**src/hw/sctrim_pkg.sv**
```systemverilog
package sctrim_pkg;

    localparam int ADDR_W = 8;
    localparam int DATA_W = 16;
    localparam int SLOW_TRIM_W = 6;
    localparam int FAST_TRIM_W = 8;

    // Register offsets
    localparam logic [7:0] OFS_SYNC_STARTUP = 8'h38;
    localparam logic [7:0] OFS_SLOW_CFG = 8'h4B;
    localparam logic [7:0] OFS_FAST_TRIM = 8'h4D;

    // Reset values and slow trim centre code
    localparam logic [15:0] RST_SYNC_STARTUP = 16'h0000;
    localparam logic [15:0] RST_SLOW_CFG = 16'h2612;
    localparam logic [15:0] RST_FAST_TRIM = 16'h0098;
    localparam logic [5:0] RST_SLOW_TRIM = 6'h12;
    localparam logic [7:0] RST_FAST_TRIM_CODE = 8'h98;
    localparam logic [5:0] SLOW_TRIM_CENTRE = 6'h22;

    // Field positions in the slow clock register
    localparam int BIT_BYPASS = 8;
    localparam int BIT_CLK_EN = 7;
    localparam int BIT_SLOW_RSVD = 6;
    localparam int SLOW_RSVD_LSB = 9;
    localparam int SLOW_RSVD_MSB = 15;
    localparam logic [6:0] SLOW_RSVD_VAL = 7'h13;

    // Startup word values
    localparam logic [15:0] SYNC_STARTUP_PIN = 16'h4000;
    localparam logic [15:0] SYNC_STARTUP_INT = 16'h0000;

    // Sample trigger selection codes
    localparam logic [1:0] TRIG_INTERNAL = 2'h0;
    localparam logic [1:0] TRIG_PIN_ZERO = 2'h1;
    localparam logic [1:0] TRIG_PIN_ONE = 2'h2;
    localparam logic [1:0] TRIG_RESERVED = 2'h3;

    // Pin one {output enable, input enable} for input use
    localparam logic [1:0] PIN_ONE_AS_INPUT = 2'h1;

    typedef struct packed {
        logic bypass;
        logic enable;
        logic [SLOW_TRIM_W-1:0] slow_trim;
        logic [FAST_TRIM_W-1:0] fast_trim;
    } sctrim_cfg_s;

endpackage

```
**src/hw/sctrim_trig.sv**
```systemverilog
module sctrim_trig (
    input wire logic i_core_clk,
    input wire logic i_sys_rst,
    input wire logic [1:0] i_sel,
    input wire logic i_rate_tick,
    input wire logic i_pin_zero,
    input wire logic i_pin_one,
    output logic o_trigger
);
    logic pin_zero_r, pin_zero_nxt;
    logic pin_one_r, pin_one_nxt;
    logic trig_r, trig_nxt;

    always_comb begin
        pin_zero_nxt = i_pin_zero;
        pin_one_nxt = i_pin_one;
        unique case (i_sel)
            sctrim_pkg::TRIG_INTERNAL: trig_nxt = i_rate_tick;
            sctrim_pkg::TRIG_PIN_ZERO: trig_nxt = i_pin_zero & ~pin_zero_r;
            sctrim_pkg::TRIG_PIN_ONE: trig_nxt = i_pin_one & ~pin_one_r;
            sctrim_pkg::TRIG_RESERVED: trig_nxt = 1'b0;
        endcase
    end

    always_ff @(posedge i_core_clk) begin
        if (i_sys_rst) begin
            pin_zero_r <= 1'b0;
            pin_one_r <= 1'b0;
            trig_r <= 1'b0;
        end else begin
            pin_zero_r <= pin_zero_nxt;
            pin_one_r <= pin_one_nxt;
            trig_r <= trig_nxt;
        end
    end

    assign o_trigger = trig_r;

endmodule // sctrim_trig

```
**src/hw/sctrim_top.sv**
```systemverilog
// Functional notes
// - Bypass bit 8 set takes slow sample clock from pin one.
// - Enable bit 7 runs the sample clock; resets stopped.
// - Six-bit slow trim, about 0.6 kHz per step, larger is slower.
// - Slow trim zero is fastest, all-ones slowest, resets to 0x12.
// - Eight-bit fast trim, about 109 kHz per step, larger is faster.
// - Fast trim zero is slowest, all-ones fastest, resets to 0x98.
// - Trigger select: internal clock, pin zero edge, pin one edge, reserved.
module sctrim_top (
    input wire logic i_core_clk,
    input wire logic i_sys_rst,
    input wire logic [sctrim_pkg::ADDR_W-1:0] i_reg_addr,
    input wire logic i_reg_wr,
    input wire logic i_reg_rd,
    input wire logic [sctrim_pkg::DATA_W-1:0] i_reg_wdata,
    output logic [sctrim_pkg::DATA_W-1:0] o_reg_rdata,
    output logic o_reg_rvalid,
    input wire logic [1:0] i_sample_trigger_select,
    input wire logic i_pin_one_output_enable,
    input wire logic i_pin_one_input_enable,
    input wire logic i_aux_pin_zero,
    input wire logic i_aux_pin_one,
    input wire logic i_slow_osc,
    input wire logic i_rate_tick,
    output sctrim_pkg::sctrim_cfg_s o_cfg,
    output logic o_sample_clk,
    output logic o_sample_trigger,
    output logic o_startup_word_ok,
    output logic o_bypass_pin_ready
);
    logic [15:0] sync_word_r, sync_word_nxt;
    logic [15:0] slow_cfg_r, slow_cfg_nxt;
    logic [15:0] fast_cfg_r, fast_cfg_nxt;
    logic [15:0] rdata_r, rdata_nxt;
    logic rvalid_r, rvalid_nxt;
    logic sclk_r, sclk_nxt;
    logic word_ok_r, word_ok_nxt;
    logic pin_ready_r, pin_ready_nxt;
    logic gated_tick;
    logic pin_trig_sel;

    // Register writes and reads
    always_comb begin
        sync_word_nxt = sync_word_r;
        slow_cfg_nxt = slow_cfg_r;
        fast_cfg_nxt = fast_cfg_r;
        if (i_reg_wr) begin
            unique case (i_reg_addr)
                sctrim_pkg::OFS_SYNC_STARTUP: sync_word_nxt = i_reg_wdata;
                sctrim_pkg::OFS_SLOW_CFG: slow_cfg_nxt = i_reg_wdata;
                sctrim_pkg::OFS_FAST_TRIM: fast_cfg_nxt = i_reg_wdata;
                default: sync_word_nxt = sync_word_r;
            endcase
        end
        rvalid_nxt = i_reg_rd;
        rdata_nxt = 16'h0000;
        if (i_reg_rd) begin
            unique case (i_reg_addr)
                sctrim_pkg::OFS_SYNC_STARTUP: rdata_nxt = sync_word_r;
                sctrim_pkg::OFS_SLOW_CFG: rdata_nxt = slow_cfg_r;
                sctrim_pkg::OFS_FAST_TRIM: rdata_nxt = fast_cfg_r;
                default: rdata_nxt = 16'h0000;
            endcase
        end
    end

    // Sample clock source, pin trigger select decode and status
    always_comb begin
        if (!slow_cfg_r[sctrim_pkg::BIT_CLK_EN]) begin
            sclk_nxt = 1'b0;
        end else if (slow_cfg_r[sctrim_pkg::BIT_BYPASS]) begin
            sclk_nxt = i_aux_pin_one;
        end else begin
            sclk_nxt = i_slow_osc;
        end
        pin_trig_sel = (i_sample_trigger_select == sctrim_pkg::TRIG_PIN_ZERO) ||
            (i_sample_trigger_select == sctrim_pkg::TRIG_PIN_ONE);
        word_ok_nxt = pin_trig_sel ? (sync_word_r == sctrim_pkg::SYNC_STARTUP_PIN) :
            (sync_word_r == sctrim_pkg::SYNC_STARTUP_INT);
        pin_ready_nxt = slow_cfg_r[sctrim_pkg::BIT_BYPASS] &&
            ({i_pin_one_output_enable, i_pin_one_input_enable} ==
            sctrim_pkg::PIN_ONE_AS_INPUT);
    end

    always_ff @(posedge i_core_clk) begin
        if (i_sys_rst) begin
            sync_word_r <= sctrim_pkg::RST_SYNC_STARTUP;
            slow_cfg_r <= sctrim_pkg::RST_SLOW_CFG;
            fast_cfg_r <= sctrim_pkg::RST_FAST_TRIM;
            rdata_r <= 16'h0000;
            rvalid_r <= 1'b0;
            sclk_r <= 1'b0;
            word_ok_r <= 1'b0;
            pin_ready_r <= 1'b0;
        end else begin
            sync_word_r <= sync_word_nxt;
            slow_cfg_r <= slow_cfg_nxt;
            fast_cfg_r <= fast_cfg_nxt;
            rdata_r <= rdata_nxt;
            rvalid_r <= rvalid_nxt;
            sclk_r <= sclk_nxt;
            word_ok_r <= word_ok_nxt;
            pin_ready_r <= pin_ready_nxt;
        end
    end

    // Internal pacing only while the sample clock runs
    assign gated_tick = i_rate_tick & slow_cfg_r[sctrim_pkg::BIT_CLK_EN];

    sctrim_trig u_trig (
        .i_core_clk(i_core_clk),
        .i_sys_rst(i_sys_rst),
        .i_sel(i_sample_trigger_select),
        .i_rate_tick(gated_tick),
        .i_pin_zero(i_aux_pin_zero),
        .i_pin_one(i_aux_pin_one),
        .o_trigger(o_sample_trigger)
    );

    // Trim codes drive the oscillators straight from the registers
    assign o_cfg.bypass = slow_cfg_r[sctrim_pkg::BIT_BYPASS];
    assign o_cfg.enable = slow_cfg_r[sctrim_pkg::BIT_CLK_EN];
    assign o_cfg.slow_trim = slow_cfg_r[sctrim_pkg::SLOW_TRIM_W-1:0];
    assign o_cfg.fast_trim = fast_cfg_r[sctrim_pkg::FAST_TRIM_W-1:0];
    assign o_reg_rdata = rdata_r;
    assign o_reg_rvalid = rvalid_r;
    assign o_sample_clk = sclk_r;
    assign o_startup_word_ok = word_ok_r;
    assign o_bypass_pin_ready = pin_ready_r;
endmodule // sctrim_top

```
**config.mk**
```make
export PLATFORM = sky130hd
export DESIGN_NAME = sctrim_top
export DESIGN_NICKNAME = d
export VERILOG_FILES = /design/src/hw/sctrim_pkg.sv /design/src/hw/sctrim_trig.sv /design/src/hw/sctrim_top.sv
export SDC_FILE = /design/constraint.sdc
export NUM_CORES = 1
export LEC_CHECK = 0
export BUFFER_PORTS_ARGS = -buffer_cell sky130_fd_sc_hd__buf_2
export CAP_MARGIN = 20
export CORE_MARGIN = 2
export CORE_UTILIZATION = 35
export CTS_CLUSTER_DIAMETER = 30
export CTS_CLUSTER_SIZE = 16
export DETAILED_ROUTE_END_ITERATION = 8
export GPL_ROUTABILITY_DRIVEN = 0
export SYNTH_ARGS = -nofsm -noshare
export SYNTH_HDL_FRONTEND = slang
export SYNTH_SLANG_ARGS = --single-unit
```
**constraint.sdc**
```tcl
create_clock -name i_core_clk -period 2.9 [get_ports i_core_clk]
set_input_delay 0.145 -clock i_core_clk [delete_from_list [all_inputs] [get_ports i_core_clk]]
set_output_delay 0.145 -clock i_core_clk [all_outputs]
set_load 0.02 [all_outputs]
```
* Yosys cells after proc, flatten, opt, wreduce, memory -nomap -nowiden
Index checks and enable logic that the tools add are counted.
** Operators by class
- Reduce and logical (&&, ||, !) cells :: 9
- Equal/unequal tests :: 8
- Multiplexer cells :: 4
- Bitwise gates (word level) :: 7
** Operators by type and width (number)
- 16-bit one-hot mux with 3 select lines :: 1
- 16-bit by 15-bit equality test with 1-bit output (second input constant) :: 1
- 8-bit by 7-bit equality test with 1-bit output (second input constant) :: 2
- 16-bit zero test :: 1
- 8-bit by 6-bit equality test with 1-bit output (second input constant) :: 1
- 2-bit AND reduction :: 3
- 2-bit by 1-bit equality test with 1-bit output (second input constant) :: 2
- 2-bit equality test (second input constant) :: 2
- 1-bit NOT :: 4
- 1-bit one-hot mux with 4 select lines :: 1
- 2-bit OR reduction :: 2
- 1-bit AND :: 3
- 2-bit zero test :: 1
- 1-bit two-way mux :: 2
- 1-bit logical AND :: 1
- 1-bit logical OR :: 1
** Storage, ports and cells
- Logic and storage cells :: 39
- Bits of input ports :: 36
- Register bits after elaboration :: 71
- Output and inout port bits :: 37

* Depth between registers and ports, before layout
- Depth after elaboration :: 3
- Depth in mapped cells :: 7
- Mapped depth without buffers :: 6

* Modules after synthesis
A second synthesis with hierarchy kept.
** Second synthesis, totals
- Cells, all modules :: 317
- Area total of the unflattened synthesis :: 2877.8 um^2
** Modules (own cells, without submodules)
- sctrim_top :: sequential area each 1361.3 um^2, area an instance 2766.4 um^2, times used 1, cells each 308
- sctrim_trig :: sequential area each 60.1 um^2, area an instance 111.4 um^2, times used 1, cells each 9

* Worst setup path before layout
OpenSTA, ideal clock, no wires.
- Path type :: input -> register
- Start point :: in i_reg_addr[1] (netlist name)
- End point :: reg sync_word_r[10]
- Arrival :: 1.471 ns
- Path slack :: 1.301 ns
- Path buffers :: 2
- Library setup time :: 0.128 ns
- Stages :: 6
- Required time :: 2.772 ns
- Cells stage by stage :: or4b_4 -> or4_4 -> buf_6 -> buf_8 -> nand2_1 -> a21oi_1
** Between the ends
- Word-level cells in the longest chain between the ends :: 2
** RTL lines
- start, declared :: line sctrim_top.sv:12 : input wire logic [sctrim_pkg::ADDR_W-1:0] i_reg_addr,
- 8-bit by 6-bit equality test with 1-bit output :: line sctrim_top.sv:48 : unique case (i_reg_addr)
- 2-bit AND reduction (no line)
- end signal, assigned :: line sctrim_top.sv:87 : sync_word_r <= sctrim_pkg::RST_SYNC_STARTUP;
- end signal, assigned :: line sctrim_top.sv:96 : sync_word_r <= sync_word_nxt;
- end, declared :: line sctrim_top.sv:31 : logic [15:0] sync_word_r, sync_word_nxt;
No other way between the ends.
A chain may end at the register's enable or synchronous reset.

* Worst setup path after layout
- Start point :: in i_reg_addr[5] (netlist name)
- End point :: reg fast_cfg_r[14]
** Between the ends
- Word-level cells in the longest chain between the ends :: 2
** RTL lines
- 8-bit by 7-bit equality test with 1-bit output :: line sctrim_top.sv:48
- 2-bit AND reduction (no line)
- end signal, assigned :: line sctrim_top.sv:89 : fast_cfg_r <= sctrim_pkg::RST_FAST_TRIM;
- end signal, assigned :: line sctrim_top.sv:98 : fast_cfg_r <= fast_cfg_nxt;
- end, declared :: line sctrim_top.sv:33 : logic [15:0] fast_cfg_r, fast_cfg_nxt;
No other way between the ends.

==> results.yml <==
timing:
  hold_slack_ps: 37.2
  setup_viol: 0
  grt_setup_unrepaired: "no"
  period_minus_slack_ps: 1470
  tightest_slew_ps: 751
  clock-skew-final_ps: 6.58
  maxSlewViolCount: 0
  hold_violations: 0
  finalCritPeriodShare_pct: 50.9
  fmax_mhz: 678
  setup_tns_ps: 0
  slew_headroom_pct: 49.9
cells_and_area:
  final_net_count: 418
  final_cell_mix: "buf_2, dfxtp_1, nand2_1"
  fillerInstances: 870
  n_antenna_cell: 0
  syn_to_final_growth_pct: 15.6
  drive_gt1_share_pct: 26.6
  final_common_cell: "buf_2"
setup_path:
  reg2reg_from: "sync_word_r[12]$_SDFFE_PP0P_"
  cp.depth: 6
  required_ps: 3170
  critPathCapture: "fast_cfg_r[14]$_SDFFE_PP0P_"
  worst-r2r-setup-slack_ps: 1800
  crit_chain: "buf_2, nand4bb_1, nor2_2, buf_4, nand3_1, a21oi_1"
  cp-startpoint: "i_reg_addr[5]"
  critical_path_class: "in -> reg"
  worstSetupStartpointType: "input port"
  arrival_ps: 1750
  endpoint_kind: "register"
  path_buf_inv: 2
  worst-path-max-fanout: 18
  cp_top_family: "simple AND/OR/NAND/NOR gates"
  max_stage_delay_ps: 580
  rr_worst_depth: 3
  slowest_stage: "nor2_2"
  r2r-end: "o_startup_word_ok$_SDFF_PP0_"
cts:
  cts.reportedPaths.clkPinSlew_ps: 70
  clock_latency_ps: 340
  htree_levels: 3
  cts_made_buffers: 9
  cts_sinks: 71
  root_buffer: "clkbuf_8"
  cts_tree: "done"
  clockBufferDepth: 2
yosys:
  synth_area_leaders: "dfxtp_1, nand2_1, a21oi_1"
  syn-num-nets: 367
  syn_inst: 328
  synth.avg_cell_area_um2: 8.81
  synth-seq-cells: 71
  synth_flop_cell: "dfxtp_1"
  seq_area_frac_synth_pct: 49.2
  synth_area_leader_cell: "dfxtp_1"
  syn_area_um2: 2890
  yosysTopAreaCellShare_pct: 49.2
  synth_edf_count: 0
  synth-async-reset-ratio_pct: 0
  yosys_warnings: 0
  synth_cell_types: 37
power_and_ir_drop:
  power_frac_comb_pct: 5.0
  power_density_nw_per_um2: 529
  p_clk_share_pct: 39.5
  p_sw_mw: 0.426
  seq_power_share_pct: 55.4
  p_leak_nw: 1.27
  max-vdd-ir-drop_v: 0.000182
  switching_share_pct: 24.1
  internal_power_mw: 1.34
routing:
  viasPerCell: 5.18
  wl_mm: 7.44
  drt_iter0_markers: 146
  vias: 2535
  drc: 0
  dr.pass1.iters: 5
  ant_nets: 0
  routedWlPerCell_um: 15.2
global_route:
  grt_remaining_overflow: 0
  first_global_vias: 2378
  grt_max_degree: 34
  antenna_found_initial: 0
  grt_util_all_layers_pct: 17.0
  grt_pass1_wl_mm: 11.8
run:
  max_cap_violations: 0
hold_path:
  min_path_type: "in -> reg"
die:
  dieHeight_um: 94.9
  num_rows: 33
  dieArea_um2: 9000
  die_x_um: 94.9
  io_pins: 73
  core_area_um2: 8090
  initial_core_util_pct: 35.7
status:
  status: "finished, final reports clean"
place:
  port-buffer-count: 72
  hpwl_mm: 4.84
## synth_stat cells (2+ instances only)
| library cell | n |
|---|---|
| nor2b_1 | 3 |
| ha_1 | 3 |
| dfxtp_1 | 71 |
| nor3_1 | 10 |
| inv_1 | 2 |
| clkbuf_1 | 13 |
| buf_6 | 2 |
| a222oi_1 | 16 |
| a21oi_1 | 41 |
| nor2_1 | 25 |
| nor4_1 | 4 |
| nand4bb_1 | 3 |
| clkbuf_8 | 3 |
| buf_4 | 17 |
| nand3_1 | 32 |
| buf_2 | 3 |
| nand2_1 | 55 |
| or3_1 | 2 |
| nand3b_1 | 5 |
## metal layers
layer,global-route usage [%],part of all wire (%),up-vias
met4,6.16,1.3,0
met5,0,0,-
met1,21.6,45,1200
met2,28.1,48,82
met3,4.23,6.5,11
li1,-,-,1242
## registers in the layout, summed over array words and instances, names as in the netlist
register            flops
sync_word_r            16
o_reg_rdata            16
o_bypass_pin_ready      1
o_sample_clk            1
u_trig.pin_one_r        1
o_startup_word_ok       1
fast_cfg_r             16
o_reg_rvalid            1
u_trig.o_trigger        1
u_trig.pin_zero_r       1
slow_cfg_r             16
## area by class of cell
cell class	instances	area (um2)	area share [%]
flip-flops and latches	71	1420	42.5
multi-input cells	213	1170	35.1
repair buffers	81	430	12.9
clock buffers	10	138	4.12
well taps	105	131	3.93
clock inverters	6	36.3	1.09
inverters	3	11.3	0.337
## how the worst min path moves through the flow
stage,startpoint,end,slack [ps],cells past startpoint
2_1_floorplan,i_pin_one_output_enable,o_bypass_pin_ready$_SDFF_PP0_,220,1
3_3_place_gp,i_pin_one_output_enable,o_bypass_pin_ready$_SDFF_PP0_,310,2
3_5_place_dp,i_pin_one_output_enable,o_bypass_pin_ready$_SDFF_PP0_,320,2
4_1_cts,i_aux_pin_zero,u_trig.pin_zero_r$_SDFF_PP0_,30,2
5_1_grt,i_reg_rd,o_reg_rvalid$_SDFF_PP0_,50,2
6_report,i_aux_pin_zero,u_trig.pin_zero_r$_SDFF_PP0_,40,2
## timing repair
| action | 4_1_cts | 5_1_grt |
|---|---|---|
| gates resized for setup | 0 | 0 |
| buffers inserted | 0 | 0 |
| hold endpoints to repair | 1 | 0 |
| hold buffers | 1 | 0 |
## power by group through the flow
stage          Sequential, mW  Clock (mW)  Combinational [mW]
2_1_floorplan            1.01           0              0.0442
3_3_place_gp             1.00           0              0.0870
3_5_place_dp             1.00           0              0.0886
4_1_cts                 0.980       0.708              0.0899
5_1_grt                 0.980       0.750              0.0980
6_report                0.980       0.698              0.0892
## stage by stage
step	cells	cell area [um2]	utilization [%]	setup slack (ps)	total power, mW
after floorplan	328	2890	-	1300	1.05
after global placement	472	3160	39.0	1110	1.09
after detailed placement	472	3160	39.0	1060	1.09
after CTS	489	3340	41.3	1440	1.78
after global routing	489	3340	41.3	1220	1.83
final	489	3340	41.3	1430	1.77
## cell families after synthesis
family                   after synthesis  synth area share [%]
XOR/XNOR                               2                 0.606
AO/OA/AOI/OAI                         59                  13.0
buffers and inverters                 44                  10.3
adder cells (fa/ha/maj)                3                  1.30
multiplexers                           1                 0.346
AND/OR/NAND/NOR                      148                  25.2
flip-flops                            71                  49.2
(Power assumes the default switching activity.)
